[src/pkg/bzcs_pkg.sv]
package bzcs_pkg;

    // clock and internal sample clock
    localparam int CLK_HZ        = 40_000_000;
    localparam int SAMPLE_HZ     = 10_000_000;
    localparam int SAMPLE_DIV    = CLK_HZ / SAMPLE_HZ;
    localparam int DIV_W         = $clog2(SAMPLE_DIV);

    // register port
    localparam int ADDR_W        = 4;
    localparam int DATA_W        = 8;
    localparam logic [ADDR_W-1:0] ADDR_CTRL   = 4'h0;
    localparam logic [ADDR_W-1:0] ADDR_STEP   = 4'h4;
    localparam logic [ADDR_W-1:0] ADDR_STATUS = 4'h8;

    // control register fields
    localparam int CTRL_CMP_SEL  = 0;
    localparam int CTRL_SIDE     = 1;
    localparam int CTRL_POL      = 2;
    localparam int CTRL_BYPASS   = 3;
    localparam int CTRL_MODE     = 4;
    localparam int CTRL_DIR      = 5;
    localparam logic [DATA_W-1:0] CTRL_RESET = 8'h00;

    // status register fields
    localparam int STAT_ZC       = 0;
    localparam int STAT_CMP      = 1;
    localparam int STAT_ROUTE    = 4;

    // step counter range
    localparam int STEP_W        = 3;
    localparam logic [STEP_W-1:0] STEP_MIN   = 3'h1;
    localparam logic [STEP_W-1:0] STEP_MAX   = 3'h6;
    localparam logic [STEP_W-1:0] STEP_RESET = 3'h1;

    // synchroniser lane layout
    localparam int NUM_PH        = 3;
    localparam int SYN_HIGH      = 0;
    localparam int SYN_LOW       = 3;
    localparam int SYN_STEP      = 6;
    localparam int SYN_GND       = 7;
    localparam int SYN_SUP       = 8;
    localparam int SYN_HALF      = 9;
    localparam int SYN_W         = 10;

    // floating phase per step, one-hot, bit 0 is phase 1
    function automatic logic [NUM_PH-1:0] float_phase_oh(input logic [STEP_W-1:0] step);
        unique case (step)
            3'h1, 3'h4: float_phase_oh = 3'h4;
            3'h2, 3'h5: float_phase_oh = 3'h2;
            3'h3, 3'h6: float_phase_oh = 3'h1;
            default:    float_phase_oh = 3'h0;
        endcase
    endfunction

    // driving phase index per step, 0 is phase 1
    function automatic logic [1:0] drive_phase_idx(input logic [STEP_W-1:0] step);
        unique case (step)
            3'h1, 3'h2: drive_phase_idx = 2'h0;
            3'h3, 3'h4: drive_phase_idx = 2'h1;
            3'h5, 3'h6: drive_phase_idx = 2'h2;
            default:    drive_phase_idx = 2'h0;
        endcase
    endfunction

endpackage

[src/logic/bzcs_zero_cross_sampler.sv]
// Decided for this implementation: strobed register access and the register offsets.
`timescale 1ns/1ps

module bzcs_zero_cross_sampler (
    input  wire logic                          ref_clk_i,          // 40 MHz core clock
    input  wire logic                          rst_i,              // sync reset, high
    input  wire logic [bzcs_pkg::ADDR_W-1:0]   addr_i,             // register address
    input  wire logic [bzcs_pkg::DATA_W-1:0]   wr_data_i,          // register write data
    input  wire logic                          wr_i,               // write strobe
    input  wire logic                          rd_i,               // read strobe
    output logic      [bzcs_pkg::DATA_W-1:0]   rd_data_o,          // read data, next cycle
    input  wire logic [bzcs_pkg::NUM_PH-1:0]   high_side_drive_in_i, // high-side pwm pins
    input  wire logic [bzcs_pkg::NUM_PH-1:0]   low_side_drive_in_i,  // low-side pwm pins
    input  wire logic                          step_pulse_in_i,    // step pulse pin
    input  wire logic                          cmp_gnd_i,          // ground comparator
    input  wire logic                          cmp_supply_i,       // supply comparator
    input  wire logic                          cmp_half_i,         // half-supply comparator
    output logic      [bzcs_pkg::NUM_PH-1:0]   phase_route_o,      // floating phase, one-hot
    output logic                               zero_cross_out_o    // sampled zero crossing
);
    import bzcs_pkg::*;

    typedef struct packed {
        logic              comparator_select;
        logic              pwm_side_select;
        logic              sample_polarity;
        logic              sample_bypass;
        logic              counter_update_mode;
        logic              step_direction;
        logic [STEP_W-1:0] step_counter_value;
        logic [NUM_PH-1:0] phase_route;
        logic              zero_cross_out;
        logic [DIV_W-1:0]  div_cnt;
        logic [DATA_W-1:0] rd_data;
    } bzcs_state_t;

    bzcs_state_t st;
    bzcs_state_t next_st;

    logic [SYN_W-1:0]  syn_lvl;
    logic [SYN_W-1:0]  syn_rise;
    logic [SYN_W-1:0]  syn_fall;
    logic [NUM_PH-1:0] high_lvl;
    logic [NUM_PH-1:0] low_lvl;
    logic [NUM_PH-1:0] high_rise;
    logic [NUM_PH-1:0] high_fall;
    logic [NUM_PH-1:0] low_rise;
    logic [NUM_PH-1:0] low_fall;
    logic              step_rise;
    logic              tick;
    logic [1:0]        drv_idx;
    logic              use_low;
    logic              edge_rising;
    logic              samp_rise;
    logic              samp_fall;
    logic              edge_evt;
    logic              sample_evt;
    logic              cmp_level;
    logic [STEP_W-1:0] step_up;
    logic [STEP_W-1:0] step_down;
    logic              step_legal;
    logic [DATA_W-1:0] ctrl_word;
    logic [DATA_W-1:0] stat_word;
    logic [DATA_W-1:0] rd_mux;

    // every pwm, step and comparator pin passes two flops before use
    bzcs_sync_edge #(
        .WIDTH (SYN_W)
    ) u_sync (
        .ref_clk_i (ref_clk_i),
        .rst_i     (rst_i),
        .async_i   ({cmp_half_i, cmp_supply_i, cmp_gnd_i, step_pulse_in_i,
                     low_side_drive_in_i, high_side_drive_in_i}),
        .level_o   (syn_lvl),
        .rise_o    (syn_rise),
        .fall_o    (syn_fall)
    );

    // lane split of the synchroniser outputs
    assign high_lvl  = syn_lvl[SYN_HIGH +: NUM_PH];
    assign low_lvl   = syn_lvl[SYN_LOW +: NUM_PH];
    assign high_rise = syn_rise[SYN_HIGH +: NUM_PH];
    assign high_fall = syn_fall[SYN_HIGH +: NUM_PH];
    assign low_rise  = syn_rise[SYN_LOW +: NUM_PH];
    assign low_fall  = syn_fall[SYN_LOW +: NUM_PH];
    assign step_rise = syn_rise[SYN_STEP];

    // internal sample clock as a one-cycle tick every SAMPLE_DIV cycles
    assign tick = (st.div_cnt == DIV_W'(SAMPLE_DIV - 1));

    // driving phase follows the step counter; step one drives phase one
    assign drv_idx = drive_phase_idx(st.step_counter_value);

    // freewheeling turn-off lives on the opposite side of the pwm
    assign use_low = st.pwm_side_select ^
                     (~st.comparator_select & st.sample_polarity);

    // only turn-on with polarity zero on ground/supply; else turn-off
    assign edge_rising = ~st.comparator_select & ~st.sample_polarity;

    // edge pulses of the selected drive input
    assign samp_rise = use_low ? low_rise[drv_idx] : high_rise[drv_idx];
    assign samp_fall = use_low ? low_fall[drv_idx] : high_fall[drv_idx];
    assign edge_evt  = edge_rising ? samp_rise : samp_fall;

    // bypass replaces the pwm edge by the 10 MHz tick
    assign sample_evt = st.sample_bypass ? tick : edge_evt;

    // half-supply when select set; ground or supply by side otherwise
    always_comb begin
        if (st.comparator_select) begin
            cmp_level = syn_lvl[SYN_HALF];
        end else if (st.pwm_side_select) begin
            cmp_level = syn_lvl[SYN_SUP];
        end else begin
            cmp_level = syn_lvl[SYN_GND];
        end
    end

    // wrap in both directions
    assign step_up    = (st.step_counter_value == STEP_MAX) ? STEP_MIN :
                        st.step_counter_value + 3'h1;
    assign step_down  = (st.step_counter_value == STEP_MIN) ? STEP_MAX :
                        st.step_counter_value - 3'h1;
    assign step_legal = (wr_data_i[STEP_W-1:0] >= STEP_MIN) &&
                        (wr_data_i[STEP_W-1:0] <= STEP_MAX);

    // read words; unused bits read as zero
    always_comb begin
        ctrl_word                   = '0;
        ctrl_word[CTRL_CMP_SEL]     = st.comparator_select;
        ctrl_word[CTRL_SIDE]        = st.pwm_side_select;
        ctrl_word[CTRL_POL]         = st.sample_polarity;
        ctrl_word[CTRL_BYPASS]      = st.sample_bypass;
        ctrl_word[CTRL_MODE]        = st.counter_update_mode;
        ctrl_word[CTRL_DIR]         = st.step_direction;
        stat_word                   = '0;
        stat_word[STAT_ZC]          = st.zero_cross_out;
        stat_word[STAT_CMP]         = cmp_level;
        stat_word[STAT_ROUTE +: NUM_PH] = st.phase_route;
        unique case (addr_i)
            ADDR_CTRL:   rd_mux = ctrl_word;
            ADDR_STEP:   rd_mux = {{(DATA_W - STEP_W){1'b0}}, st.step_counter_value};
            ADDR_STATUS: rd_mux = stat_word;
            default:     rd_mux = '0;
        endcase
    end

    // next state of the whole block
    always_comb begin
        next_st = st;
        next_st.div_cnt = tick ? '0 : st.div_cnt + DIV_W'(1);
        if (wr_i && (addr_i == ADDR_CTRL)) begin
            next_st.comparator_select   = wr_data_i[CTRL_CMP_SEL];
            next_st.pwm_side_select     = wr_data_i[CTRL_SIDE];
            next_st.sample_polarity     = wr_data_i[CTRL_POL];
            next_st.sample_bypass       = wr_data_i[CTRL_BYPASS];
            next_st.counter_update_mode = wr_data_i[CTRL_MODE];
            next_st.step_direction      = wr_data_i[CTRL_DIR];
        end
        // serial write only in serial mode, pulses only in pulse mode
        if (!st.counter_update_mode) begin
            if (wr_i && (addr_i == ADDR_STEP) && step_legal) begin
                next_st.step_counter_value = wr_data_i[STEP_W-1:0];
            end
        end else if (step_rise) begin
            next_st.step_counter_value = st.step_direction ? step_down : step_up;
        end
        // route follows the counter without extra lag
        next_st.phase_route = float_phase_oh(next_st.step_counter_value);
        // hold the last sample between sample events
        if (sample_evt) begin
            next_st.zero_cross_out = cmp_level;
        end
        // read data stands in the cycle after the strobe only
        next_st.rd_data = rd_i ? rd_mux : '0;
    end

    // state register, defined after reset
    always_ff @(posedge ref_clk_i) begin
        if (rst_i) begin
            next_st_reset();
        end else begin
            st <= next_st;
        end
    end

    // reset values kept apart so the register process stays short
    task automatic next_st_reset();
        st                     <= '0;
        st.comparator_select   <= CTRL_RESET[CTRL_CMP_SEL];
        st.pwm_side_select     <= CTRL_RESET[CTRL_SIDE];
        st.sample_polarity     <= CTRL_RESET[CTRL_POL];
        st.sample_bypass       <= CTRL_RESET[CTRL_BYPASS];
        st.counter_update_mode <= CTRL_RESET[CTRL_MODE];
        st.step_direction      <= CTRL_RESET[CTRL_DIR];
        st.step_counter_value  <= STEP_RESET;
        st.phase_route         <= float_phase_oh(STEP_RESET);
    endtask

    assign rd_data_o        = st.rd_data;
    assign phase_route_o    = st.phase_route;
    assign zero_cross_out_o = st.zero_cross_out;
endmodule // bzcs_zero_cross_sampler

[src/logic/bzcs_sync_edge.sv]
`timescale 1ns/1ps

module bzcs_sync_edge #(
    parameter int WIDTH = 1
) (
    input  wire logic             ref_clk_i,  // core clock
    input  wire logic             rst_i,      // sync reset, high
    input  wire logic [WIDTH-1:0] async_i,    // pins from outside the domain
    output logic      [WIDTH-1:0] level_o,    // synchronised level
    output logic      [WIDTH-1:0] rise_o,     // one-cycle rising pulse
    output logic      [WIDTH-1:0] fall_o      // one-cycle falling pulse
);

    typedef struct packed {
        logic [WIDTH-1:0] s1;
        logic [WIDTH-1:0] s2;
        logic [WIDTH-1:0] s3;
    } bzcs_sync_t;

    bzcs_sync_t st;
    bzcs_sync_t next_st;

    // s1 only feeds s2; edges look at s2 against s3
    always_comb begin
        next_st    = st;
        next_st.s1 = async_i;
        next_st.s2 = st.s1;
        next_st.s3 = st.s2;
    end

    always_ff @(posedge ref_clk_i) begin
        if (rst_i) begin
            st <= '0;
        end else begin
            st <= next_st;
        end
    end

    assign level_o = st.s2;
    assign rise_o  = st.s2 & ~st.s3;
    assign fall_o  = ~st.s2 & st.s3;

endmodule // bzcs_sync_edge

[config.mk]
export PLATFORM = sky130hd
export DESIGN_NAME = bzcs_zero_cross_sampler
export DESIGN_NICKNAME = d
export VERILOG_FILES = /design/src/pkg/bzcs_pkg.sv /design/src/logic/bzcs_zero_cross_sampler.sv /design/src/logic/bzcs_sync_edge.sv
export SDC_FILE = /design/constraint.sdc
export NUM_CORES = 1
export LEC_CHECK = 0
export ABC_AREA = 1
export BUFFER_PORTS_ARGS = -buffer_cell sky130_fd_sc_hd__buf_4
export CAP_MARGIN = 20
export CORE_ASPECT_RATIO = 0.8
export CORE_MARGIN = 4
export CORE_UTILIZATION = 30
export CTS_BUF_LIST = sky130_fd_sc_hd__clkbuf_2
export CTS_CLUSTER_DIAMETER = 200
export DETAILED_ROUTE_END_ITERATION = 12
export GPL_TIMING_DRIVEN = 0
export PLACE_DENSITY = 0.49
export SETUP_SLACK_MARGIN = 0.4
export SYNTH_ARGS = -nofsm -noshare
export SYNTH_HDL_FRONTEND = slang
export SYNTH_SLANG_ARGS = --single-unit
[constraint.sdc]
create_clock -name ref_clk_i -period 1.6 [get_ports ref_clk_i]
set_clock_uncertainty 0.2 [all_clocks]
set_input_delay 0.32 -clock ref_clk_i [delete_from_list [all_inputs] [get_ports ref_clk_i]]
set_output_delay 0.32 -clock ref_clk_i [all_outputs]
set_load 0.02 [all_outputs]
* Word level (Yosys, flattened, before mapping)
Cells that the tools add are included.
Cells by class: add/subtract/negate cells 3, magnitude comparators 3, equal/unequal tests 14, mux-type cells 23, bitwise gates (word level) 10, reductions and logical operators 12
Operator list (number):
- $pmux 7 s3 | 1
- $eq 3x3->1 const B | 6
- $mux 3 | 6
- $reduce_or 2->1 | 7
- $mux 1 | 10
- $eq 3x2->1 const B | 3
- $pmux 3 s3 | 1
- $bmux 1 s2 | 4
- $and 7x7->7 | 1
- $not 7->7 | 1
- $and 6x6->6 | 1
- $eq 3x1->1 const B | 2
- $not 6->6 | 1
- $eq 4x3->1 const B | 1
- $eq 4x4->1 const B | 1
- $logic_and 1x1->1 | 4
- $logic_not 4->1 | 1
- $pmux 2 s2 | 1
- $add 3x1->3 const B | 1
- $ge 3x1->1 const B | 1
- $le 3x3->1 const B | 1
- $lt 2x3->1 const B | 1
- $not 1->1 | 3
- $sub 3x1->3 const B | 1
- 4 further kinds | 5
Storage, ports and cells: flip-flop bits (word level) 50, input bits 26, word-level logic and storage cells 79

* Depth between registers and ports, before layout
word-level depth 8, depth in mapped cells 13, gate-level depth less buffers 13

* Hierarchy
A second synthesis with hierarchy kept.
Second synthesis, totals: cell total of the unflattened synthesis 332, area, all modules 2431.1 µm²
Modules (own cells, without submodules):
- bzcs_zero_cross_sampler | instances 1, cells an instance 199, area each 1383.8 µm², sequential area each 440.4 µm²
- bzcs_sync_edge | instances 1, cells an instance 133, area each 1047.3 µm², sequential area each 600.6 µm²

* Worst setup path after synthesis
Ideal clock, no wire load.
kind register -> register, from register st[14] in the netlist's numbering, to register st, in the netlist zero_cross_out_o, setup time 0.115 ns, arrival 1.418 ns, data required time 1.285 ns, setup slack -0.133 ns, stages on the path, launching flop included 13, path buffers 0, period minus slack after synthesis 1.733 ns, cells stage by stage dfxtp_1 inv_2 ha_1 inv_1 nand2_1 nand2_1 nand2_1 nand3_1 nand2_1 nand3_1 nand3_1 a21oi_1 nor2_1
Between the ends: longest elaborated chain between the ends 8, elaborated cells between the ends (all ways) 19, classes of those cells eq/ne (4); mux (13); reduce/logical (2)
RTL lines:
- start, declared | line bzcs_zero_cross_sampler.sv:37 | bzcs_state_t st;
- start signal, assigned | line bzcs_zero_cross_sampler.sv:184 | st <= next_st;
- $eq 3x3->1 / $eq 3x2->1 (equally long branches) | line bzcs_pkg.sv:58 | unique case (step)
- $reduce_or 2->1 | line bzcs_pkg.sv:58
- $pmux 2 s2 (*) | line bzcs_pkg.sv:58
- $bmux 1 s2 (on tied branches) | line bzcs_zero_cross_sampler.sv:103, bzcs_zero_cross_sampler.sv:102
- $mux 1 (on tied branches) (2 in series) | line bzcs_zero_cross_sampler.sv:103, bzcs_zero_cross_sampler.sv:102
- $mux 1 (*) | line bzcs_zero_cross_sampler.sv:104 | assign edge_evt = edge_rising ? samp_rise : samp_fall;
- $mux 1 (*) | line bzcs_zero_cross_sampler.sv:107 | assign sample_evt = st.sample_bypass ? tick : edge_evt;
Every way passes the cells marked *; elsewhere a longest branch is shown, timed or not. The select of a mux whose other input is x is not followed. A chain may end at the register's enable or synchronous reset.

* Worst setup path after layout
Ends and elaborated chain as after synthesis.

==> impl_metrics.env <==
export IMPL_status="complete, but fails checks"
export IMPL_violations="negative hold slack, negative setup slack"
export IMPL_area_growth_pct=41.68
export IMPL_clock_root_buffer="clkbuf_2"
export IMPL_r2r_start="st[14]$_SDFF_PP1_"
export IMPL_final_hold_viol_count=6
export IMPL_die_y_um=86.36
export IMPL_setup_viol=6
export IMPL_p_total_mw=2.383
export IMPL_synth_cell_type_count=34
export IMPL_min_period_over_period_pct=105.9
export IMPL_irDropWorstVdd_mv=0.3337
export IMPL_synth_avg_cell_area_um2=7.172
export IMPL_worstSkewPairLatency_ns=0.43
export IMPL_power_density_nw_per_um2=730.6
export IMPL_power_switching_mw=0.6551
export IMPL_hold_ws_ns=-0.04787
export IMPL_gp_congestion=0.7679
export IMPL_setup_slack_ns=-0.09466
export IMPL_period_needed_ns=1.695
export IMPL_yosys_warnings=0
export IMPL_path_class="flip-flop to flip-flop"
export IMPL_critPathLaunchType="flip-flop"
export IMPL_row_count=28
export IMPL_internal_power_mw=1.728
export IMPL_cts_buffers=5
export IMPL_worstPathArrival_ns=1.87
export IMPL_synth_seq_cells=49
export IMPL_reg2reg_depth=12
export IMPL_vias_per_cell=4.173
export IMPL_relSlewSlack_pct=62.45
export IMPL_n_antenna_cell=0
export IMPL_p_sw_share_pct=27.49
export IMPL_clk_pin_slew_ns=0.26
export IMPL_cts_hold_buffers=20
export IMPL_leakage_nw=1.493
export IMPL_cts_tree="done"
export IMPL_die_x_um=105.9
export IMPL_power_frac_clock_pct=28.8
export IMPL_clk_path_buf_depth=2
export IMPL_netlist_area_um2=2302
export IMPL_routed_wl_um=5216
export IMPL_antenna_found_initial=0
export IMPL_first_pass_iters=4
export IMPL_first_iter_violations=69
export IMPL_vias=2053
export IMPL_syn_inst=321
export IMPL_drc=0
export IMPL_die_area_um2=9148
export IMPL_initial_core_util_pct=31.00
export IMPL_final_cells=492
export IMPL_min_from="addr_i[3]"
export IMPL_path_cells="inv_8, ha_4, inv_2, nand2_4, nand2_2, nand3_1, nand2_1, nand3_1, nand3_2, nand3_1, nand2_1, nor2_1"
export IMPL_p_comb_share_pct=16.7
export IMPL_crit_buf_inv=2
export IMPL_cpMostUsedCell="nand3_1"
export IMPL_cpLargestDelayFamily="simple AND/OR/NAND/NOR gates"
export IMPL_numPortBuffers=34
export IMPL_cts_sinks=49
export IMPL_slew_viol_final=0
export IMPL_tightest_slew_ns=0.5632
export IMPL_ant_nets=0
export IMPL_fmax_mhz=590.1
export IMPL_overflow=0
export IMPL_cts_max_level=2
export IMPL_rsz0062_at_grt="true"
export IMPL_reg2reg_to="zero_cross_out_o$_SDFFE_PP0P_"
export IMPL_maxCapViolations=0
export IMPL_routedWlPerCell_um=10.60
export IMPL_crit_fanout=5
export IMPL_crit_path_end_kind="flip-flop"
export IMPL_min_delay_path_depth=4
export IMPL_core_area_um2=7427
export IMPL_reg2reg_slack_ns=-0.09
export IMPL_fill_cells=791
export IMPL_tns_ns=-0.3156
export IMPL_critPathRequiredTime_ns=1.77
export IMPL_syn_nets=353
export IMPL_slowest_stage="dfxtp_4"
export IMPL_ioPinCount=38
export IMPL_seq_area_frac_synth_pct=42.61
export IMPL_grt_max_degree=16
export IMPL_grt_use_total_pct=12.34
export IMPL_min_path_type="input port to flip-flop"
export IMPL_dp_cells=460
export IMPL_min_to="rd_data_o[3]$_SDFF_PP0_"
export IMPL_grt_pass1_wl_um=9211
export IMPL_drive_above_1_share_pct=33.85
export IMPL_dp_slack_ns=-0.1557
export IMPL_p_seq_share_pct=54.6
export IMPL_dp_final_hpwl_um=3740
export IMPL_slowest_delay_ns=0.48
export IMPL_grt_pass1_vias=2036
export IMPL_layout_nets=419
==> worst register-to-register path: cells and delay by family, from the launching register on <==
family	cells	cell delay [ns]
buffers and inverters	2	0.12
adder cells (fa/ha/maj)	1	0.17
AND/OR/NAND/NOR	9	0.69
flip-flops	1	0.48
==> cells in the final DEF (no fill, tap or decap), types with 2 or more instances in the layout <==
master / synthesis / final
nand2_1: 67 / 57
inv_1: 53 / 46
nor2_1: 41 / 40
dfxtp_1: 49 / 40
buf_4: 11 / 35
nand3_1: 27 / 22
dlygate4sd3_1: 0 / 20
buf_6: 1 / 16
inv_2: 8 / 13
nand2_2: 5 / 9
o21ai_1: 2 / 9
a21oi_1: 13 / 9
nand2_4: 1 / 7
dfxtp_2: 0 / 7
nand3_2: 1 / 6
nor2_4: 2 / 5
a21oi_2: 1 / 5
clkbuf_2: 0 / 5
ha_4: 0 / 4
clkbuf_1: 4 / 3
inv_4: 1 / 2
o211ai_1: 2 / 2
or2_2: 2 / 2
nor3_1: 2 / 2
dfxtp_4: 0 / 2
==> kinds of logic after synthesis <==
kind of cell	Yosys count	share of synthesized area, %
XOR/XNOR	1	0.3805
buffers and inverters	79	15.16
AND/OR/NAND/NOR	154	30.49
AO/OA/AOI/OAI	31	7.935
flip-flops	49	42.61
adder cells (fa/ha/maj)	6	3.261
other	1	0.1629
==> power by group through the flow <==
stage / Sequential, mW / Combinational (mW) / Clock (mW)
5_1_grt: 1.31 / 0.448 / 0.756
6_report: 1.30 / 0.397 / 0.685
3_5_place_dp: 1.32 / 0.323 / 0
2_1_floorplan: 1.32 / 0.208 / 0
3_3_place_gp: 1.32 / 0.318 / 0
4_1_cts: 1.30 / 0.389 / 0.713
==> what timing repair did <==
item | 4_1_cts | 5_1_grt
resized for setup | 28 | 22
setup buffers | 4 | 1
setup endpoints to repair | 19 | 21
endpoints found under the hold margin | 23 | 6
pin swaps | 12 | 13
==> sequential cells by signal (all words and copies together), names as in the netlist <==
signal	flops
u_sync.next_st	10
st	5
u_sync.st	7
rd_data_o	7
zero_cross_out_o	1
ctrl_word	6
u_sync.level_o	10
phase_route_o	3
==> Yosys cell counts (all sizes together) <==
library cell | count | area share [%]
nand2 | 73 | 13
o211ai | 3 | 1.2
xnor2 | 1 | 0.38
a22oi | 1 | 0.33
conb | 1 | 0.16
nor3 | 2 | 0.43
o21ai | 11 | 2.6
clkbuf | 4 | 0.65
a21oi | 14 | 3.2
a31oi | 1 | 0.27
inv | 62 | 10
o221ai | 1 | 0.38
or2 | 2 | 0.54
nor3b | 1 | 0.33
nor2 | 47 | 9.3
nand3 | 29 | 7.1
buf | 13 | 4.3
dfxtp | 49 | 43
ha | 6 | 3.3
==> worst max path at each step <==
stage	end	from	depth (start not counted)	slack [ns]
2_1_floorplan	zero_cross_out_o$_SDFFE_PP0P_	st[14]$_SDFF_PP1_	12	0.03
3_3_place_gp	zero_cross_out_o$_SDFFE_PP0P_	st[15]$_SDFF_PP0_	12	-0.14
3_5_place_dp	zero_cross_out_o$_SDFFE_PP0P_	st[15]$_SDFF_PP0_	12	-0.16
4_1_cts	phase_route_o[0]$_SDFF_PP0_	st[14]$_SDFF_PP1_	11	-0.10
5_1_grt	zero_cross_out_o$_SDFFE_PP0P_	st[14]$_SDFF_PP1_	13	-0.22
6_report	zero_cross_out_o$_SDFFE_PP0P_	st[14]$_SDFF_PP1_	12	-0.09
==> layer usage <==
metal	part of all wire [%]	up-vias	routed length (um)	track usage [%]
met1	50	916	2612	16.63
met4	0.94	0	49	2.941
met3	4.5	7	237	3.276
li1	-	1096	-	-
met2	44	34	2316	19.91
met5	0	-	0	0
==> through the flow <==
stage | area (um2) | util, %
final | 3262 | 43.92
after global routing | 3262 | 43.92
after CTS | 3181 | 42.82
after detailed placement | 2785 | 37.50
after global placement | 2785 | 37.50
after floorplan | 2399 | -
==> area by class of cell <==
cell class	count	area, um2	share of cell area (%)
multi-input cells	193	1151	35.29
well taps	105	131.4	4.028
repair buffers	59	526.8	16.15
flip-flops and latches	49	997.2	30.57
clock inverters	2	38.79	1.189
clock buffers	5	25.02	0.7672
plain buffers	17	146.4	4.488
inverters	62	245.2	7.518
(Power assumes the default switching activity.)
